==> config.mk <==
export PLATFORM = sky130hd
export DESIGN_NAME = sbio_top
export DESIGN_NICKNAME = d
export VERILOG_FILES = /design/src/rtl/sbio_pkg.sv /design/src/rtl/sbio_top.sv
export SDC_FILE = /design/constraint.sdc
export NUM_CORES = 1
export LEC_CHECK = 0
export BUFFER_PORTS_ARGS = -buffer_cell sky130_fd_sc_hd__buf_2
export CAP_MARGIN = 5
export CORE_MARGIN = 8
export CORE_UTILIZATION = 62
export CTS_CLUSTER_DIAMETER = 200
export DETAILED_ROUTE_END_ITERATION = 10
export GPL_TIMING_DRIVEN = 1
export PLACE_DENSITY = 0.95
export SLEW_MARGIN = 20
export SYNTH_ARGS = -nofsm -noshare
export SYNTH_HDL_FRONTEND = slang
export SYNTH_SLANG_ARGS = --single-unit
==> constraint.sdc <==
create_clock -name clk -period 18.4 [get_ports clk]
set_clock_uncertainty 0.1 [all_clocks]
set_input_delay 3.68 -clock clk [delete_from_list [all_inputs] [get_ports clk]]
set_output_delay 3.68 -clock clk [all_outputs]
set_load 0.1 [all_outputs]
==> src/rtl/sbio_pkg.sv <==
// shared constants, types and register map of the servo brake and io status block
package sbio_pkg;

    // ------------------------------------------------------------
    // parameter addresses
    // ------------------------------------------------------------
    localparam logic [15:0] ADDR_COMBINED  = 16'h0802;
    localparam logic [15:0] ADDR_INPUTS    = 16'h081e;
    localparam logic [15:0] ADDR_OUTPUTS   = 16'h0820;
    localparam logic [15:0] ADDR_TORQUEOFF = 16'h084c;
    localparam logic [15:0] ADDR_BRAKEMODE = 16'h0814;
    localparam logic [15:0] ADDR_VCEILING  = 16'h1120;

    // ------------------------------------------------------------
    // values, limits and field positions
    // ------------------------------------------------------------
    localparam logic [31:0] VCEIL_RESET    = 32'h0000_3390;
    localparam logic [31:0] VCEIL_MIN      = 32'h0000_0001;
    localparam logic [31:0] VCEIL_MAX      = 32'h7fff_ffff;
    localparam logic [15:0] ERR_TORQUE_OFF = 16'h0514;   // 1300 decimal
    localparam logic [15:0] ERR_NONE       = 16'h0000;
    localparam int          COMB_OUT_LSB   = 8;
    localparam logic [3:0]  OPST_SWON_DIS  = 4'h3;
    localparam logic [3:0]  OPST_READY     = 4'h4;
    localparam logic [3:0]  OPST_OP_EN     = 4'h6;
    localparam logic [3:0]  OPST_FAULT     = 4'h9;

    // ------------------------------------------------------------
    // timing: nameplate delays are in ms, clock is 10 MHz
    // ------------------------------------------------------------
    localparam int CLK_PERIOD_NS = 100;
    localparam int MS_IN_NS      = 1000000;
    localparam int CYC_PER_MS    = MS_IN_NS / CLK_PERIOD_NS;

    // ------------------------------------------------------------
    // types
    // ------------------------------------------------------------
    typedef enum logic [1:0] {
        BRK_AUTO    = 2'h0,
        BRAKE_MODE_SELECTOR = 2'h1,
        BRK_APPLY   = 2'h2
    } sbio_brk_mode_t;

    typedef enum logic [3:0] {
        ST_HELD      = 4'h1,
        ST_RELEASING = 4'h2,
        ST_RUN       = 4'h4,
        ST_APPLYING  = 4'h8
    } sbio_state_t;

    typedef struct packed {
        logic [3:0] in;
        logic [1:0] out;
        logic       torque_off_channel_a;
        logic       torque_off_channel_b;
    } sbio_pins_t;

    typedef struct packed {
        logic        req;
        logic        we;
        logic [15:0] addr;
        logic [31:0] wdata;
    } sbio_par_req_t;

endpackage

==> src/rtl/sbio_top.sv <==
// servo brake sequencer, speed clamp and pin status words
module sbio_top #(
    parameter int CYC_PER_MS = sbio_pkg::CYC_PER_MS
) (
    // clock and reset
    input  wire logic                    clk,
    input  wire logic                    nrst,
    // fieldbus parameter access
    input  wire sbio_pkg::sbio_par_req_t par,
    output logic                         par_ack,
    output logic                         par_err,
    output logic [31:0]                  par_rdata,
    // pins and motor feedback
    input  wire sbio_pkg::sbio_pins_t    pins,
    input  wire logic                    limit_pos,
    input  wire logic                    limit_neg,
    input  wire logic                    standstill,
    input  wire logic                    fault_reset,
    // drive state and nameplate
    input  wire logic                    power_stage_req,
    input  wire logic [3:0]              op_state,
    input  wire logic [15:0]             release_delay_ms,
    input  wire logic [15:0]             apply_delay_ms,
    input  wire logic [31:0]             motor_max_speed,
    input  wire logic                    input_vlim_act,
    input  wire logic [31:0]             input_vlim,
    input  wire logic [31:0]             speed_cmd,
    // results
    output logic [31:0]                  speed_out,
    output logic                         motor_current,
    output logic                         brake_release,
    output logic                         op_enable_ok,
    output logic                         limit_error,
    output logic [15:0]                  error_code
);

    // ------------------------------------------------------------
    // helpers
    // ------------------------------------------------------------
    function automatic logic [31:0] min2(input logic [31:0] a, input logic [31:0] b);
        return (a < b) ? a : b;
    endfunction

    function automatic logic [31:0] ms_cycles(input logic [15:0] ms);
        return 32'(ms) * 32'(CYC_PER_MS);
    endfunction

    // ------------------------------------------------------------
    // state
    // ------------------------------------------------------------
    logic [31:0]              vceil_q;
    sbio_pkg::sbio_brk_mode_t mode_q;
    sbio_pkg::sbio_state_t    st_q, st_d;
    logic [31:0]              cnt_q, cnt_d;
    logic [15:0]              comb_q, in_q, out_q, sto_q;
    logic                     sto_err_q, lim_err_q;
    logic [31:0]              speed_q;

    // ------------------------------------------------------------
    // parameter decode
    // ------------------------------------------------------------
    wire hit_comb = par.addr == sbio_pkg::ADDR_COMBINED;
    wire hit_in   = par.addr == sbio_pkg::ADDR_INPUTS;
    wire hit_out  = par.addr == sbio_pkg::ADDR_OUTPUTS;
    wire hit_sto  = par.addr == sbio_pkg::ADDR_TORQUEOFF;
    wire hit_mode = par.addr == sbio_pkg::ADDR_BRAKEMODE;
    wire hit_vcl  = par.addr == sbio_pkg::ADDR_VCEILING;
    wire hit_any  = hit_comb | hit_in | hit_out | hit_sto | hit_mode | hit_vcl;
    wire wr       = par.req & par.we;

    // ceiling range is checked so a zero ceiling can never stall the axis
    wire vcl_ok   = par.wdata >= sbio_pkg::VCEIL_MIN && par.wdata <= sbio_pkg::VCEIL_MAX;
    wire wr_vcl   = wr & hit_vcl & vcl_ok;
    // apply needs standstill; release from apply must pass through auto
    wire mode_ok  = (par.wdata == 32'(sbio_pkg::BRK_AUTO))
                  | (par.wdata == 32'(sbio_pkg::BRAKE_MODE_SELECTOR) && mode_q != sbio_pkg::BRK_APPLY)
                  | (par.wdata == 32'(sbio_pkg::BRK_APPLY) && standstill);
    wire wr_mode  = wr & hit_mode & mode_ok;
    wire bad      = par.req & (~hit_any | (par.we & ~(wr_vcl | wr_mode)));

    // read data selection
    wire [31:0] rd_sel = hit_comb ? 32'(comb_q) :
                         hit_in   ? 32'(in_q)   :
                         hit_out  ? 32'(out_q)  :
                         hit_sto  ? 32'(sto_q)  :
                         hit_mode ? 32'(mode_q) :
                         hit_vcl  ? vceil_q     : 32'h0000_0000;

    // ------------------------------------------------------------
    // parameter registers and bus answer, one cycle after request
    // ------------------------------------------------------------
    always_ff @(posedge clk or negedge nrst) begin
        if (!nrst) begin
            vceil_q   <= sbio_pkg::VCEIL_RESET;
            mode_q    <= sbio_pkg::BRK_AUTO;
            par_ack   <= 1'b0;
            par_err   <= 1'b0;
            par_rdata <= 32'h0000_0000;
        end else begin
            if (wr_vcl) vceil_q <= par.wdata;
            if (wr_mode) mode_q <= sbio_pkg::sbio_brk_mode_t'(par.wdata[1:0]);
            par_ack   <= par.req;
            par_err   <= bad;
            par_rdata <= (par.req && !par.we && hit_any) ? rd_sel : 32'h0000_0000;
        end
    end

    // ------------------------------------------------------------
    // pin status words, sampled every cycle
    // ------------------------------------------------------------
    always_ff @(posedge clk or negedge nrst) begin
        if (!nrst) begin
            comb_q <= 16'h0000;
            in_q   <= 16'h0000;
            out_q  <= 16'h0000;
            sto_q  <= 16'h0000;
        end else begin
            comb_q <= 16'({pins.out, 4'h0, pins.in});
            in_q   <= 16'(pins.in);
            out_q  <= 16'(pins.out);
            sto_q  <= 16'({pins.torque_off_channel_b, pins.torque_off_channel_a});
        end
    end

    // ------------------------------------------------------------
    // speed clamp: any change of a ceiling acts on the next cycle
    // ------------------------------------------------------------
    wire [31:0] vlim_mv = min2(vceil_q, motor_max_speed);
    wire [31:0] vlim    = input_vlim_act ? min2(vlim_mv, input_vlim) : vlim_mv;

    always_ff @(posedge clk or negedge nrst) begin
        if (!nrst) speed_q <= 32'h0000_0000;
        else       speed_q <= min2(speed_cmd, vlim);
    end
    assign speed_out = speed_q;

    // ------------------------------------------------------------
    // error flags; a new event wins over a reset in the same cycle
    // ------------------------------------------------------------
    // torque-off inputs are active low: either channel low trips
    wire sto_trip = ~(pins.torque_off_channel_a & pins.torque_off_channel_b);
    wire sto_hit  = sto_trip & (st_q != sbio_pkg::ST_HELD);
    wire lim_hit  = limit_pos | limit_neg;

    always_ff @(posedge clk or negedge nrst) begin
        if (!nrst) begin
            sto_err_q <= 1'b0;
            lim_err_q <= 1'b0;
        end else begin
            sto_err_q <= sto_hit | (sto_err_q & ~fault_reset);
            lim_err_q <= lim_hit | (lim_err_q & ~fault_reset);
        end
    end
    assign limit_error = lim_err_q;
    assign error_code  = sto_err_q ? sbio_pkg::ERR_TORQUE_OFF : sbio_pkg::ERR_NONE;

    // ------------------------------------------------------------
    // brake sequencer
    // ------------------------------------------------------------
    // a stored torque-off error keeps the stage off until fault reset
    wire pwr_en   = power_stage_req & ~sto_trip & ~sto_err_q;
    wire cnt_done = cnt_q == 32'h0000_0000;

    always_comb begin
        st_d  = st_q;
        cnt_d = cnt_done ? cnt_q : cnt_q - 32'h0000_0001;
        unique case (st_q)
            sbio_pkg::ST_HELD: begin
                if (pwr_en) begin
                    st_d  = sbio_pkg::ST_RELEASING;
                    cnt_d = ms_cycles(release_delay_ms);
                end
            end
            sbio_pkg::ST_RELEASING: begin
                if (sto_trip) begin
                    st_d = sbio_pkg::ST_HELD;
                end else if (!pwr_en) begin
                    st_d  = sbio_pkg::ST_APPLYING;
                    cnt_d = ms_cycles(apply_delay_ms);
                end else if (cnt_done) begin
                    st_d = sbio_pkg::ST_RUN;
                end
            end
            sbio_pkg::ST_RUN: begin
                if (sto_trip) begin
                    st_d = sbio_pkg::ST_HELD;
                end else if (!pwr_en) begin
                    st_d  = sbio_pkg::ST_APPLYING;
                    cnt_d = ms_cycles(apply_delay_ms);
                end
            end
            sbio_pkg::ST_APPLYING: begin
                if (sto_trip || cnt_done) st_d = sbio_pkg::ST_HELD;
            end
            default: begin
                st_d = sbio_pkg::ST_HELD;
            end
        endcase
    end

    always_ff @(posedge clk or negedge nrst) begin
        if (!nrst) begin
            st_q  <= sbio_pkg::ST_HELD;
            cnt_q <= 32'h0000_0000;
        end else begin
            st_q  <= st_d;
            cnt_q <= cnt_d;
        end
    end

    // ------------------------------------------------------------
    // outputs of the sequencer
    // ------------------------------------------------------------
    wire man_apply = mode_q == sbio_pkg::BRK_APPLY;
    wire man_rel   = mode_q == sbio_pkg::BRAKE_MODE_SELECTOR
                   && (op_state == sbio_pkg::OPST_SWON_DIS
                    || op_state == sbio_pkg::OPST_READY
                    || op_state == sbio_pkg::OPST_FAULT);
    wire energised = st_q == sbio_pkg::ST_RELEASING || st_q == sbio_pkg::ST_RUN;

    assign motor_current = (st_q != sbio_pkg::ST_HELD) & ~sto_trip;
    // manual apply overrides automatic and manual release alike
    assign brake_release = ~man_apply & ((energised & ~sto_trip) | man_rel);
    assign op_enable_ok  = st_q == sbio_pkg::ST_RUN;

    // ------------------------------------------------------------
    // checks
    // ------------------------------------------------------------
    ceil_write_a: assert property (@(posedge clk) disable iff (!nrst)
        wr_vcl |=> vceil_q == $past(par.wdata))
        else $error("ceiling write not taken at once");

    speed_clamp_a: assert property (@(posedge clk) disable iff (!nrst)
        1'b1 |=> speed_out <= $past(vceil_q) && speed_out <= $past(motor_max_speed))
        else $error("speed exceeds a ceiling");

    comb_read_a: assert property (@(posedge clk) disable iff (!nrst)
        par.req && !par.we && hit_comb ##1 1'b1 |-> par_rdata[9:8] == $past(out_q[1:0], 1))
        else $error("combined word outputs misplaced");

    sto_trip_a: assert property (@(posedge clk) disable iff (!nrst)
        sto_hit |-> !motor_current ##1 error_code == sbio_pkg::ERR_TORQUE_OFF)
        else $error("torque-off did not disable and report");

    run_delay_a: assert property (@(posedge clk) disable iff (!nrst)
        $rose(op_enable_ok) |-> $past(cnt_q) == 32'h0000_0000
                                && $past(st_q) == sbio_pkg::ST_RELEASING)
        else $error("operation enabled before release delay");

    apply_hold_a: assert property (@(posedge clk) disable iff (!nrst)
        st_q == sbio_pkg::ST_APPLYING && !sto_trip |-> motor_current && !brake_release)
        else $error("current dropped during apply delay");

    manual_apply_a: assert property (@(posedge clk) disable iff (!nrst)
        man_apply |-> !brake_release)
        else $error("brake released under manual apply");

    release_state_a: assert property (@(posedge clk) disable iff (!nrst)
        st_q == sbio_pkg::ST_HELD && op_state == sbio_pkg::OPST_OP_EN |-> !brake_release)
        else $error("manual release in forbidden state");

    // a fault reset may follow the switch at once, so only the next cycle is owed
    limit_flag_a: assert property (@(posedge clk) disable iff (!nrst)
        lim_hit |=> limit_error)
        else $error("limit switch not reported");

    limit_sticky_a: assert property (@(posedge clk) disable iff (!nrst)
        limit_error && !fault_reset |=> limit_error)
        else $error("limit error lost without fault reset");

    apply_standstill_a: assert property (@(posedge clk) disable iff (!nrst)
        wr && hit_mode && par.wdata == 32'(sbio_pkg::BRK_APPLY) && !standstill
        |=> par_err && !man_apply)
        else $error("manual apply accepted while moving");

    // sequencer invariants: a held stage never carries current
    held_no_current_a: assert property (@(posedge clk) disable iff (!nrst)
        st_q == sbio_pkg::ST_HELD |-> !motor_current && !op_enable_ok)
        else $error("current flows with brake held");

    held_brake_a: assert property (@(posedge clk) disable iff (!nrst)
        st_q == sbio_pkg::ST_HELD && !man_rel |-> !brake_release)
        else $error("brake open in held state");

    auto_release_a: assert property (@(posedge clk) disable iff (!nrst)
        energised && !sto_trip && !man_apply |-> brake_release)
        else $error("brake not released with stage on");

    release_timer_a: assert property (@(posedge clk) disable iff (!nrst)
        st_q == sbio_pkg::ST_HELD && pwr_en
        |=> st_q == sbio_pkg::ST_RELEASING && cnt_q == ms_cycles($past(release_delay_ms)))
        else $error("release delay not loaded");

    apply_timer_a: assert property (@(posedge clk) disable iff (!nrst)
        st_q == sbio_pkg::ST_RUN && !pwr_en && !sto_trip
        |=> st_q == sbio_pkg::ST_APPLYING && cnt_q == ms_cycles($past(apply_delay_ms)))
        else $error("apply delay not loaded");

    mode_write_a: assert property (@(posedge clk) disable iff (!nrst)
        wr_mode |=> mode_q == $past(par.wdata[1:0]))
        else $error("brake mode write not taken");

    status_word_a: assert property (@(posedge clk) disable iff (!nrst)
        1'b1 |=> in_q == 16'($past(pins.in))
                 && sto_q == 16'({$past(pins.torque_off_channel_b), $past(pins.torque_off_channel_a)}))
        else $error("pin status words stale");

    stage_off_a: assert property (@(posedge clk) disable iff (!nrst)
        sto_err_q |-> !motor_current && !op_enable_ok)
        else $error("stage on with torque-off error stored");

endmodule // sbio_top

==> summary.txt <==
clk buf depth: 2
Reg power frac: 23.7%
syn_area_per_cell: 9.14 sq um
Req. time, crit path: 18.58 ns
outcome: finished, final reports clean
global route total overflow: 0
PnR worst setup slack: 7.33 ns
crit path capture: speed_out[15]
final setup TNS: 0 ns
crit end category: flop
Top FF cell, synth: dfrtp_1
Cell Pwr Density: 98.5 mW/mm^2
Post-Synthesis Cells: 1,613
largest net degree at the start of global routing: 76
setup violators final: 0
worst slack at placement: 7.24 ns
via/cell ratio: 6.12
Final Cycle Share: 60.2%
EDFF count, synth: 0
Area Growth Syn to Fin: 15.3%
crit path max fanout: 62
gr usage total: 31.4%
CP bufs+invs: 4
row cnt: 56
Filler cells: 1,698
core region area: 0.0234 sq mm
Num CTS Buffers: 17
worst-margin pin slew: 0.912 ns
Seq/Total Area, Yosys: 24.8%
# clock sinks: 146
final hold vios: 0
final instance area: 0.0170 sq mm
FF-to-FF setup slack: 10.18 ns
area of placed instances: 0.0164 sq mm
Post CTS Setup Buffer Count: 0
Max VDD drop: 0.0762 mV
Reg clk slew, reported paths: 0.07 ns
commonest non-fill, non-tap cell in the layout: inv_1
TritonRoute pass-1 iters: 6
worst skew pair latency: 0.44 ns
P_int: 909 uW
combinational cell fraction of total power: 55.0%
CTS root buf: clkbuf_16
Detailed Route WL: 45.7 mm
first-pass GRT wire length: 72.4 mm
H-tree Lvls: 4
Crit path largest cell delay: 0.75 ns
capturing point of the worst reg2reg path: speed_out[15]
highest-count cells in the layout ignoring fill and taps: 284 x inv_1, 270 x buf_2, 235 x ha_1, 139 x dfrtp_1, 94 x nand2_1
beginning of the worst register-to-register path: vceil_q[7]
Port Buffers: 271
critical path class: primary input to flop
fmax: 90.3 MHz
crit path time final: 11.07 ns
CTS tree: done
Syn Std Cell Area: 0.0147 sq mm
Die Wd: 170 um
Initial Util: 63.0%
number of global-route vias before repair: 14.0k
crit start category: primary input
synth warn: 0
Levels on crit path: 30
GPL Wtd Cong: 1.04
die area: 0.0290 sq mm
post_cts resized: 0
post-DP HPWL: 36.9 mm
Netlist cell types: 79
unrepaired setup endpoints after global routing: no
max-cap violations: 0
Routed Antenna Nets: 0
layout cells sized above 1: 20.8%
Lkg Pwr: 9.41 nW
Hold Slack: 0.416 ns
Slew Viols, Final: 0
Crit path top cell by count: a21o_1
wire per inst: 20.7 um
Initial DRC Count: 1,150
Die Span Y: 170 um
CP arrival: 11.25 ns
CP delay by family, top: compound AO/OA/AOI/OAI gates
Register-to-Register Path Depth: 28
Slew headroom: 37.6%
initial antenna violation count: 4
Post-synth ARST share: 100%
DR vias: 13.5k
Hold-fix buffers, CTS: 0
Reg area: 0.00366 sq mm
Worst Setup SP: motor_max_speed[5]
sw frac: 45.7%
Synth Register Bits: 146
clock share of power: 21.3%
nets: 2,375
# IOs: 284
remaining routing DRC violations: 0
Hold Path Class: flop to flop
area of the multi-input gates: 0.00980 sq mm
sw power: 765 uW
slowest cell on the critical path: o2111a_2
[state kept, by name, summed over array words and instances, names as in the netlist]
| name | flops |
|---|---|
| cnt_q | 32 |
| out_q | 2 |
| vceil_q | 32 |
| sto_q | 2 |
| limit_error | 1 |
| speed_out | 32 |
| comb_q | 1 |
| mode_q | 2 |
| par_ack | 1 |
| par_err | 1 |
| sto_err_q | 1 |
| par_rdata | 32 |
| in_q | 3 |
| st_q | 4 |
[synthesized netlist by cell type (29+ instances only)]
library cell	instances	share of area [%]
inv_1	284	7.2
ha_1	235	20
dfrtp_1	139	24
nand2_1	94	2.4
o21ai_0	81	2.7
nor2_1	72	1.8
fa_1	70	9.5
a21oi_1	61	2.1
nand4_1	52	2.2
and2_1	35	1.5
mux2_2	34	2.6
mux2i_1	32	2.2
xnor2_1	29	1.7
[stage by stage]
| step | util (%) | power (mW) | instances |
|---|---|---|---|
| detailed placement | 70.0 | 1.29 | 2172 |
| global route | 72.6 | 1.79 | 2207 |
| finish | 72.6 | 1.67 | 2207 |
| CTS | 72.6 | 1.66 | 2204 |
| floorplan | - | 1.06 | 1624 |
| global placement | 70.0 | 1.23 | 2171 |
[kinds of logic after synthesis]
kind of cell	count (synthesis)	synth area share (%)
AOI/OAI and AO/OA	311	14.2
xor gates and xnor gates	56	3.33
adders and majority gates	305	29.4
buffers and inverters	338	9.36
DFF	146	24.8
muxes	66	4.77
other	1	0.0254
and+or+nand+nor	390	14.1
[worst register-to-register path: cells and delay by family (launching register included)]
family / cells / cell delay [ns]
AOI/OAI and AO/OA: 17 / 3.82
and+or+nand+nor: 5 / 1.44
buffers and inverters: 2 / 0.96
adders and majority gates: 3 / 0.85
DFF: 1 / 0.57
muxes: 1 / 0.32
[per-layer routing]
metal / vias to the layer above / wire [um] / GRT usage, %
li1: 6098 / - / -
met1: 6480 / 17200 / 37.0
met2: 765 / 22500 / 54.3
met3: 160 / 3790 / 5.91
met4: 0 / 2220 / 15.3
met5: - / 0 / 0
[cell type report]
cell class	count	share of cell area [%]
clock inverter	15	1.09
multi-input combinational	1140	57.6
tap	319	2.35
timing repair buffer	283	8.57
clock buffer	17	2.50
antenna	3	0.0442
sequential	146	21.5
inverter	284	6.27
[power by group through the flow]
stage	clock (mW)	sequential [mW]	combinational [mW]
after floorplan	0	0.423	0.642
after global placement	0	0.397	0.836
after detailed placement	0	0.401	0.887
after CTS	0.357	0.395	0.904
after global routing	0.373	0.400	1.02
final	0.357	0.397	0.921
[worst min path at each step]
stage,end,cells past startpoint,from
3_3_place_gp,par_rdata[3],2,comb_q[3]
4_1_cts,par_rdata[3],2,comb_q[3]
5_1_grt,limit_error,2,limit_error
2_1_floorplan,par_rdata[2],2,in_q[2]
6_report,limit_error,2,limit_error
3_5_place_dp,par_rdata[3],2,comb_q[3]
(Power assumes the default switching activity.)
